==> src/bhp_pkg.sv <==
// package for the binary host port: instruction fields, command codes,
// transfer sizes and the enumerations shared by the design.
// assumes a single 100 MHz clock domain and positive-true instruction bits.
package bhp_pkg;

  // clock figure, kept for reference by anything that needs a time base
  localparam int unsigned CLK_PERIOD_NS = 10;

  // instruction byte layout: low nibble is the command, high nibble the card address
  localparam int unsigned INSTR_W     = 8;
  localparam int unsigned CMD_LSB     = 0;
  localparam int unsigned CMD_W       = 4;
  localparam int unsigned ADDR_LSB    = 4;
  localparam int unsigned ADDR_W      = 4;

  // backplane address of this card (positive-true code 0 in the high nibble)
  localparam logic [3:0] SELF_ADDR    = 4'h0;

  // command codes in the low nibble
  localparam logic [3:0] CMD_RESET    = 4'h0;
  localparam logic [3:0] CMD_SAMPLE   = 4'h1;
  localparam logic [3:0] CMD_BUF_BP   = 4'h2;
  localparam logic [3:0] CMD_BUF_HOST = 4'h3;
  localparam logic [3:0] CMD_HOST_BUF = 4'h4;

  // data widths and word counts of one data-mode transfer
  localparam int unsigned HOST_W      = 16;
  localparam int unsigned BUF_W       = 32;
  localparam int unsigned ERR_W       = 4;
  localparam logic [2:0]  WORDS_WIDE  = 3'h2;
  localparam logic [2:0]  WORDS_NARROW = 3'h4;

  // reset values
  localparam logic [31:0] BUF_RST     = 32'h0000_0000;
  localparam logic [3:0]  ERR_RST     = 4'h0;
  localparam logic [7:0]  INSTR_RST   = 8'h00;

  // handshake sequencer
  typedef enum logic [1:0] {
    BHP_ST_IDLE,
    BHP_ST_BP_WAIT,
    BHP_ST_BP_END,
    BHP_ST_FLAG
  } bhp_state_t;

  // command mode or one of the two data modes
  typedef enum logic [1:0] {
    BHP_MODE_CMD,
    BHP_MODE_FROM_HOST,
    BHP_MODE_TO_HOST
  } bhp_mode_t;

endpackage : bhp_pkg

==> src/bhp_host_port.sv <==
// binary host port: parallel computer interface card with command/flag handshake
// toward the computer and instruction/operation-complete handshake on the backplane.
// assumes all inputs synchronous to sys_clk; open-drain backplane lines are
// resolved outside from the output enables.
// Summary of operation
// - card raises flag after accepting an instruction
// - separate or shared data lines, only one transfer at a time
// - host word width is 8 or 16 bits; 12-bit hosts use 8
// - flag drops at once when the command strobe drops
// - in command mode every host word is an instruction
// - data mode takes two 16-bit or four 8-bit words
// - multiword transfers move the most significant word first
// - exactly two instructions enter data mode: host output and host input
// - after the last data word the card returns to command mode
// - command mode forwards each instruction to backplane and decodes it too
// - instruction bits are positive-true
// - own command 0 resets backplane and clears error buffer
// - command 0 to another card only clears error buffer
// - own command 1 issues simultaneous sample on backplane
// - own command 2 drives I/O buffer onto backplane data bus
// - command 2 to another card captures its backplane data into buffer
// - own command 3 sends buffer data and error bits to computer
// - command 3 to another card loads it from buffer over backplane
// - own command 4 loads computer data into I/O buffer
// - system reset acts as command 0; sample to another card and own codes above 4 do nothing
// - data source pulls data-valid low to mark valid data
// - each card releases operation-complete when able; receiver after accepting
// - all released then instruction-valid returns high, cards pull complete low
`timescale 1ns/100ps
`default_nettype none

module bhp_host_port (
  input  wire logic        sys_clk,
  input  wire logic        resetn,
  input  wire logic        clk_en,
  // computer side
  input  wire logic        wide_mode,
  input  wire logic        host_cmd,
  output logic             host_flag,
  input  wire logic [15:0] host_data_in,
  output logic [15:0]      host_data_out,
  output logic             host_data_oe,
  output logic [3:0]       host_err_out,
  // backplane instruction handshake
  output logic [7:0]       bp_instr,
  output logic             instruction_valid_line_n,
  input  wire logic        operation_complete_line_in,
  output logic             operation_complete_line_oe,
  input  wire logic        backplane_data_valid_n_in,
  output logic             backplane_data_valid_oe,
  // backplane data
  input  wire logic [31:0] bp_data_in,
  input  wire logic [3:0]  bp_err_in,
  output logic [31:0]      bp_data_out,
  output logic             bp_data_oe,
  // backplane control
  input  wire logic        bp_sys_reset,
  output logic             bp_reset_out,
  output logic             bp_sample_out
);

  bhp_pkg::bhp_state_t state_r;
  bhp_pkg::bhp_mode_t  mode_r;
  logic [7:0]          instr_r;
  logic [2:0]          words_left_r;
  logic [31:0]         io_buf_r;
  logic [31:0]         host_sh_r;
  logic [3:0]          err_buf_r;
  logic                flag_r;
  logic                valid_n_r;
  logic                cmpl_oe_r;
  logic                dvalid_oe_r;
  logic                bp_oe_r;
  logic [31:0]         bp_out_r;
  logic [15:0]         host_out_r;
  logic                host_oe_r;
  logic                bp_reset_r;
  logic                bp_sample_r;
  logic                got_data_r;

  // decode of the latched instruction, positive-true bits taken as they stand
  logic [3:0] cmd_code;
  logic [3:0] cmd_addr;
  logic       to_self;
  logic       drives_bp;
  logic       takes_bp;
  logic       host_word;
  logic       last_word;
  logic       bp_done;

  assign cmd_code  = instr_r[bhp_pkg::CMD_LSB +: bhp_pkg::CMD_W];
  assign cmd_addr  = instr_r[bhp_pkg::ADDR_LSB +: bhp_pkg::ADDR_W];
  assign to_self   = (cmd_addr == bhp_pkg::SELF_ADDR);
  // this card is the data source for own 2 and foreign 3
  assign drives_bp = (to_self && cmd_code == bhp_pkg::CMD_BUF_BP) ||
                     (!to_self && cmd_code == bhp_pkg::CMD_BUF_HOST);
  // this card receives data put up by another card
  assign takes_bp  = !to_self && cmd_code == bhp_pkg::CMD_BUF_BP;
  // a strobe while idle and not yet served starts one operation
  assign host_word = (state_r == bhp_pkg::BHP_ST_IDLE) && host_cmd;
  assign last_word = (words_left_r == 3'h1);
  // every card, this one included, has let operation-complete go high
  assign bp_done   = !cmpl_oe_r && operation_complete_line_in;

  // flag is cut off combinationally the moment the strobe falls
  assign host_flag = flag_r && host_cmd;

  assign bp_instr                   = instr_r;
  assign instruction_valid_line_n   = valid_n_r;
  assign operation_complete_line_oe = cmpl_oe_r;
  assign backplane_data_valid_oe    = dvalid_oe_r;
  assign bp_data_out                = bp_out_r;
  assign bp_data_oe                 = bp_oe_r;
  assign host_data_out              = host_out_r;
  assign host_data_oe               = host_oe_r;
  assign host_err_out               = err_buf_r;
  assign bp_reset_out               = bp_reset_r;
  assign bp_sample_out              = bp_sample_r;

  // handshake sequencer: one operation in flight, next strobe only after the last drops
  always_ff @(posedge sys_clk or negedge resetn) begin
    if (!resetn) begin
      state_r <= bhp_pkg::BHP_ST_IDLE;
    end else if (clk_en) begin
      case (state_r)
        bhp_pkg::BHP_ST_IDLE: begin
          if (host_cmd && mode_r == bhp_pkg::BHP_MODE_CMD) begin
            state_r <= bhp_pkg::BHP_ST_BP_WAIT;
          end else if (host_cmd) begin
            state_r <= bhp_pkg::BHP_ST_FLAG;
          end
        end
        bhp_pkg::BHP_ST_BP_WAIT: begin
          if (bp_done) begin
            state_r <= bhp_pkg::BHP_ST_BP_END;
          end
        end
        bhp_pkg::BHP_ST_BP_END: begin
          state_r <= bhp_pkg::BHP_ST_FLAG;
        end
        bhp_pkg::BHP_ST_FLAG: begin
          // wait for the strobe to fall so one strobe is never served twice
          if (!host_cmd) begin
            state_r <= bhp_pkg::BHP_ST_IDLE;
          end
        end
        default: begin
          state_r <= bhp_pkg::BHP_ST_IDLE;
        end
      endcase
    end
  end

  // flag register: set on completion, held until the strobe drops
  always_ff @(posedge sys_clk or negedge resetn) begin
    if (!resetn) begin
      flag_r <= 1'b0;
    end else if (clk_en) begin
      if (!host_cmd) begin
        flag_r <= 1'b0;
      end else if (state_r == bhp_pkg::BHP_ST_BP_END) begin
        flag_r <= 1'b1;
      end else if (host_word && mode_r != bhp_pkg::BHP_MODE_CMD) begin
        flag_r <= 1'b1;
      end
    end
  end

  // instruction latch: in command mode every host word is taken as an instruction
  always_ff @(posedge sys_clk or negedge resetn) begin
    if (!resetn) begin
      instr_r <= bhp_pkg::INSTR_RST;
    end else if (clk_en) begin
      if (host_word && mode_r == bhp_pkg::BHP_MODE_CMD) begin
        instr_r <= host_data_in[7:0];
      end
    end
  end

  // instruction-valid: low while the instruction is on the backplane
  always_ff @(posedge sys_clk or negedge resetn) begin
    if (!resetn) begin
      valid_n_r <= 1'b1;
    end else if (clk_en) begin
      if (host_word && mode_r == bhp_pkg::BHP_MODE_CMD) begin
        valid_n_r <= 1'b0;
      end else if (state_r == bhp_pkg::BHP_ST_BP_WAIT && bp_done) begin
        valid_n_r <= 1'b1;
      end
    end
  end

  // capture marker for a receive; cleared as soon as the sequencer leaves the backplane wait
  always_ff @(posedge sys_clk or negedge resetn) begin
    if (!resetn) begin
      got_data_r <= 1'b0;
    end else if (clk_en) begin
      if (state_r != bhp_pkg::BHP_ST_BP_WAIT) begin
        got_data_r <= 1'b0;
      end else if (takes_bp && !backplane_data_valid_n_in) begin
        got_data_r <= 1'b1;
      end
    end
  end

  // operation-complete: held low between instructions, released when this card is done
  always_ff @(posedge sys_clk or negedge resetn) begin
    if (!resetn) begin
      cmpl_oe_r <= 1'b1;
    end else if (clk_en) begin
      if (state_r == bhp_pkg::BHP_ST_BP_WAIT && !bp_done) begin
        // a receiver lets go only once the data has been taken
        if (!takes_bp || got_data_r) begin
          cmpl_oe_r <= 1'b0;
        end
      end else begin
        cmpl_oe_r <= 1'b1;
      end
    end
  end

  // backplane data drive and data-valid: source puts data up and pulls valid low together
  always_ff @(posedge sys_clk or negedge resetn) begin
    if (!resetn) begin
      bp_out_r    <= bhp_pkg::BUF_RST;
      bp_oe_r     <= 1'b0;
      dvalid_oe_r <= 1'b0;
    end else if (clk_en) begin
      if (state_r == bhp_pkg::BHP_ST_BP_WAIT && drives_bp && !bp_done) begin
        bp_out_r    <= io_buf_r;
        bp_oe_r     <= 1'b1;
        dvalid_oe_r <= 1'b1;
      end else if (state_r != bhp_pkg::BHP_ST_BP_WAIT || bp_done) begin
        bp_oe_r     <= 1'b0;
        dvalid_oe_r <= 1'b0;
      end
    end
  end

  // backplane reset and sample strobes, one cycle each at the end of the instruction
  always_ff @(posedge sys_clk or negedge resetn) begin
    if (!resetn) begin
      bp_reset_r  <= 1'b0;
      bp_sample_r <= 1'b0;
    end else if (clk_en) begin
      bp_reset_r  <= 1'b0;
      bp_sample_r <= 1'b0;
      if (state_r == bhp_pkg::BHP_ST_BP_END && to_self) begin
        bp_reset_r  <= (cmd_code == bhp_pkg::CMD_RESET);
        bp_sample_r <= (cmd_code == bhp_pkg::CMD_SAMPLE);
      end
    end
  end

  // error-bit buffer: loaded with received data, cleared by any command 0 or system reset
  always_ff @(posedge sys_clk or negedge resetn) begin
    if (!resetn) begin
      err_buf_r <= bhp_pkg::ERR_RST;
    end else if (clk_en) begin
      if (bp_sys_reset) begin
        err_buf_r <= bhp_pkg::ERR_RST;
      end else if (state_r == bhp_pkg::BHP_ST_BP_END
                   && cmd_code == bhp_pkg::CMD_RESET) begin
        err_buf_r <= bhp_pkg::ERR_RST;
      end else if (state_r == bhp_pkg::BHP_ST_BP_WAIT && takes_bp
                   && !backplane_data_valid_n_in && !got_data_r) begin
        err_buf_r <= bp_err_in;
      end
    end
  end

  // mode and word counter: only own 3 and own 4 enter data mode
  always_ff @(posedge sys_clk or negedge resetn) begin
    if (!resetn) begin
      mode_r       <= bhp_pkg::BHP_MODE_CMD;
      words_left_r <= 3'h0;
    end else if (clk_en) begin
      if (bp_sys_reset) begin
        // a system reset aborts a half-done data transfer
        mode_r       <= bhp_pkg::BHP_MODE_CMD;
        words_left_r <= 3'h0;
      end else if (state_r == bhp_pkg::BHP_ST_BP_END && to_self) begin
        words_left_r <= wide_mode ? bhp_pkg::WORDS_WIDE : bhp_pkg::WORDS_NARROW;
        if (cmd_code == bhp_pkg::CMD_BUF_HOST) begin
          mode_r <= bhp_pkg::BHP_MODE_TO_HOST;
        end else if (cmd_code == bhp_pkg::CMD_HOST_BUF) begin
          mode_r <= bhp_pkg::BHP_MODE_FROM_HOST;
        end
      end else if (host_word && mode_r != bhp_pkg::BHP_MODE_CMD) begin
        words_left_r <= words_left_r - 3'h1;
        if (last_word) begin
          mode_r <= bhp_pkg::BHP_MODE_CMD;
        end
      end
    end
  end

  // I/O buffer: filled from the backplane or shifted in from the host, msw first
  always_ff @(posedge sys_clk or negedge resetn) begin
    if (!resetn) begin
      io_buf_r <= bhp_pkg::BUF_RST;
    end else if (clk_en) begin
      if (state_r == bhp_pkg::BHP_ST_BP_WAIT && takes_bp
          && !backplane_data_valid_n_in && !got_data_r) begin
        io_buf_r <= bp_data_in;
      end else if (host_word && mode_r == bhp_pkg::BHP_MODE_FROM_HOST) begin
        // earlier words move up, so the first word sent lands on top
        if (wide_mode) begin
          io_buf_r <= {io_buf_r[15:0], host_data_in};
        end else begin
          io_buf_r <= {io_buf_r[23:0], host_data_in[7:0]};
        end
      end
    end
  end

  // host readback: a copy of the buffer is shifted out so the buffer itself survives
  always_ff @(posedge sys_clk or negedge resetn) begin
    if (!resetn) begin
      host_sh_r  <= bhp_pkg::BUF_RST;
      host_out_r <= 16'h0000;
      host_oe_r  <= 1'b0;
    end else if (clk_en) begin
      if (state_r == bhp_pkg::BHP_ST_BP_END && to_self
          && cmd_code == bhp_pkg::CMD_BUF_HOST) begin
        host_sh_r <= io_buf_r;
      end else if (host_word && mode_r == bhp_pkg::BHP_MODE_TO_HOST) begin
        host_oe_r <= 1'b1;
        if (wide_mode) begin
          host_out_r <= host_sh_r[31:16];
          host_sh_r  <= {host_sh_r[15:0], 16'h0000};
        end else begin
          host_out_r <= {8'h00, host_sh_r[31:24]};
          host_sh_r  <= {host_sh_r[23:0], 8'h00};
        end
      end else if (!host_cmd) begin
        // word stays up while the flag does, shared lines freed afterwards
        host_oe_r <= 1'b0;
      end
    end
  end

endmodule : bhp_host_port

`default_nettype wire

==> config.mk <==
export PLATFORM = sky130hd
export DESIGN_NAME = bhp_host_port
export DESIGN_NICKNAME = d
export VERILOG_FILES = /design/src/bhp_pkg.sv /design/src/bhp_host_port.sv
export SDC_FILE = /design/constraint.sdc
export NUM_CORES = 1
export LEC_CHECK = 0
export BUFFER_PORTS_ARGS = -buffer_cell sky130_fd_sc_hd__buf_4
export CAP_MARGIN = 20
export CORE_UTILIZATION = 50
export CTS_CLUSTER_SIZE = 12
export DETAILED_ROUTE_END_ITERATION = 8
export GPL_ROUTABILITY_DRIVEN = 0
export PLACE_DENSITY_LB_ADDON = 0.3
export SLEW_MARGIN = 0
export SYNTH_ARGS = -nofsm -noshare
export SYNTH_HDL_FRONTEND = slang
export SYNTH_SLANG_ARGS = --single-unit
==> constraint.sdc <==
create_clock -name sys_clk -period 2.03 [get_ports sys_clk]
set_input_delay 0.1015 -clock sys_clk [delete_from_list [all_inputs] [get_ports sys_clk]]
set_output_delay 0.1015 -clock sys_clk [all_outputs]
set_load 0.01 [all_outputs]
==> run metrics <==
run status=complete, but fails checks; violations in the final reports=setup timing; Logic pwr share=around 29%; worst-path maximum fanout=24; area used by multi-input combinational logic=~3300 um^2; least setup slack across all paths after layout=-0.1285 ns; first-pass GRT wire length=roughly 32,000 um; Clk pwr share=a little under a third; fraction of met3 tracks used by global routing=under 10%; total power density per cell area=between 1000 and 1500 nW/um^2; clock network latency to the later pin of the worst-skew pair=around 0.42 ns; global-route congestion overflow total=0; number of H-tree levels=4; post-synthesis xor/xnor area fraction=less than 1%; cell-internal power=around 7.0 mW; number of CTS-inserted buffers=17; post-layout util=a little under three quarters; CP Capture Type=register; sequential share of the synthesized area=50.78%; crit-path leading delay family=simple AND/OR/NAND/NOR gates; chip height=between 100 and 150 um; largest voltage drop on the vdd net=around 0.71 mV; clock slew at reported path FFs=0.06 ns; initial antenna violation count=0; total of endpoints with negative setup slack in the final report=63; Detail Route Antenna Nets=0; TritonCTS clock tree=built; wire length per cell after detailed routing=about 21 um; average via count per standard cell=between 6 and 7; die outline area=around 14,000 um^2; async set or reset register ratio after synthesis=100.0%; Slew headroom=36.90%; ports placed on the boundary=around 130; number of DRC violations after detailed-routing iteration 0=around 500; area of the mapped netlist=~7000 um^2; switching portion of total power=between 30 and 40%; yosys synthesis warning count=0; Sequential Area=3483 um^2; Least-Margin Pin Slew=0.9464 ns; Cell variety after synth=56; count of nets after finishing=853; maximum count of clock buffers along a single path=2; Synth Area in Compound Gates=around 12%; Area Growth Syn to Fin=39.34%; Total Routed Length=20,600 um; area of the core=roughly 13,000 um^2; CP required=2.33 ns; synthesized-area fraction occupied by adder cells=1.278%; DR pass1 iterations=7; fmax=0.4633 GHz; post-route clock period utilization=106.3%; cell chosen for the clock root=clkbuf_16; Crit path arrival time=between 2 and 2.5 ns; GR Layer Usage met2=a little under half; post-synthesis net count=about 680; largest family of logic cells by synthesized area=multiplexers; most frequent standard cell in the layout excluding fill and tap cells=buf_4; number of max-slew violations in the final report=0; library cell contributing the largest single delay on the critical path=dfrtp_2; Worst Hold Class=input port to register; clock period minus final worst setup slack=2.158 ns; largest net degree at the start of global routing=67; effective utilization at floorplan=just over 50%; Net Switching=~3.1 mW; combined buffer and inverter count along the critical path=1; number of global-route vias before repair=5,921; relative contribution of sequential cells to total power=between 40% and 50%; Hold Fails Final Rpt=0; unrepaired setup endpoints after global routing=yes; port bufs=127; row count=42; antenna diode count=0; Synth Flop Type=dfrtp_1; overall power consumption=roughly 10 mW; total half-perimeter wirelength after legalization and detailed placement=~12,000 um; multiplexer fraction of the synthesized cell area=17.98%; static leakage=roughly 4.9 nW; max-cap violation count=0; number of instances in the synthesized netlist=about 600; number of enable flip-flop cells after synthesis=0; most used cells in the layout excluding fill and tap cells=buf_4 (160), dfrtp_1 (135), mux2i_1 (58), o21ai_0 (44), nor3_1 (33); number of vias after detailed routing=5,871; Die Span X=119.1 um; fillers=between 800 and 900; number of clock sinks=roughly 140; Post-route DRC=0; grt peak-use layer=met2; type of the setup path with the least slack=register to register; simple logic cell fraction of the synthesized area=a little over an eighth; final setup skew=between 0.008 and 0.009 ns; average instance area after synthesis=11.24 um^2; sequence of cells on the critical path=or3b_4 -> or3_4 -> o41a_4 -> buf_12 -> a211o_1; Synth Register Bits=between 100 and 150; Total Routing Usage GR=29.40%; fraction of final layout cells sized beyond drive strength 1=38.19%; startpoint types=register; met1 track demand over resource=between 30% and 40%; Post-Route Hold Slack=between 0.006 and 0.007 ns; largest stage delay on the critical path=about 0.41 ns
-- cell usage after synthesis (3+ instances only) --
cell type  number  share of area [%]
a22o_1         12                1.5
nor2b_1        11                1.0
inv_1          18               0.99
mux2_2         56                9.2
nand2_1        32                1.8
o21ai_0        44                3.2
buf_6           3               0.49
a211o_1        25                3.2
and3_1         26                2.4
clkbuf_1       32                1.8
nor2_1         16               0.88
buf_2           9               0.66
dfrtp_1       137                 50
nor4_1          3               0.27
a221oi_2        8                1.8
mux2i_1        59                8.6
nor3_1         33                2.4
nand3_1        27                2.0
ha_1            7                1.3
a21oi_1         6               0.44
nand2b_1        3               0.27
-- path summary, 6_finish.rpt --
path                                    from                  endpoint  slack (ns)  cells after the start
setup / recovery                 bp_instr[2]              io_buf_r[21]       -0.13                      5
hold / removal                 bp_data_in[9]               io_buf_r[9]       0.007                      3
setup reg to reg                 bp_instr[2]              io_buf_r[21]       -0.13                      5
hold reg to reg            host_data_out[11]         host_data_out[11]        0.48                      2
max in group asynchronous             resetn  instruction_valid_line_n        1.14                      3
min in group asynchronous             resetn          host_data_out[3]        0.17                      2
-- flip-flops by register name, indices dropped and copies added (netlist names), 3 cells and up --
signal / cells
host_data_out: 16
words_left_r: 3
host_sh_r: 32
host_err_out: 4
bp_data_out: 32
io_buf_r: 32
bp_instr: 8
-- power groups by stage --
| stage | combinational (mW) | sequential, mW | clock [mW] |
|---|---|---|---|
| 6_report | 2.95 | 4.11 | 3.07 |
| 5_1_grt | 3.16 | 4.15 | 3.22 |
| 4_1_cts | 2.73 | 4.02 | 3.08 |
| 3_5_place_dp | 2.55 | 4.05 | 0 |
| 3_3_place_gp | 2.45 | 4.02 | 0 |
| 2_1_floorplan | 1.36 | 3.92 | 0 |
-- logic make-up (layout without fill, tap and decap cells) --
group / Yosys count / after routing
buffers and inverters: 65 / 251
and+or+nand+nor: 169 / 169
AOI/OAI and AO/OA: 113 / 113
muxes: 116 / 116
xor gates and xnor gates: 1 / 1
DFF: 139 / 139
adders and majority gates: 7 / 7
-- tightest hold or removal path, cell delays in order --
cell     delay [ns]
buf_4          0.07
and3_1         0.13
a211o_1        0.09
-- cell type report --
type | count | area share [%]
Clock buffer | 23 | 5.214
Tap cell | 176 | 2.306
Multi-Input combinational cell | 406 | 34.69
Clock inverter | 6 | 0.9171
Sequential cell | 139 | 36.47
Inverter | 19 | 0.7468
Timing Repair Buffer | 203 | 19.65
-- routing by layer --
layer	wire (um)	vias to the layer above	part of all wire (%)
met3	1417	53	6.9
li1	-	2602	-
met1	8589	2930	42
met2	9859	286	48
met5	0	-	0
met4	734	0	3.6
-- metrics by stage --
| stage | TNS [ns] | std cells | instance area (um^2) | setup WS, ns |
|---|---|---|---|---|
| after floorplan | -3.153 | 610 | 6890 | -0.1298 |
| after global placement | -0.7383 | 906 | 8245 | -0.02893 |
| after detailed placement | -2.915 | 906 | 8245 | -0.1225 |
| after CTS | -3.813 | 968 | 9340 | -0.09519 |
| after global routing | -4.842 | 972 | 9550 | -0.1485 |
| final | -3.515 | 972 | 9550 | -0.1285 |
-- repair_timing --
action                                  CTS  global route
setup buffers                             8             4
gates resized for setup                  15            46
gates cloned                              7             2
endpoints found under the setup margin   69            84
endpoints found under the hold margin    97             0
hold buffers                             18             0
pin swaps                                 3             7
Power figures use the tool's default switching activity.
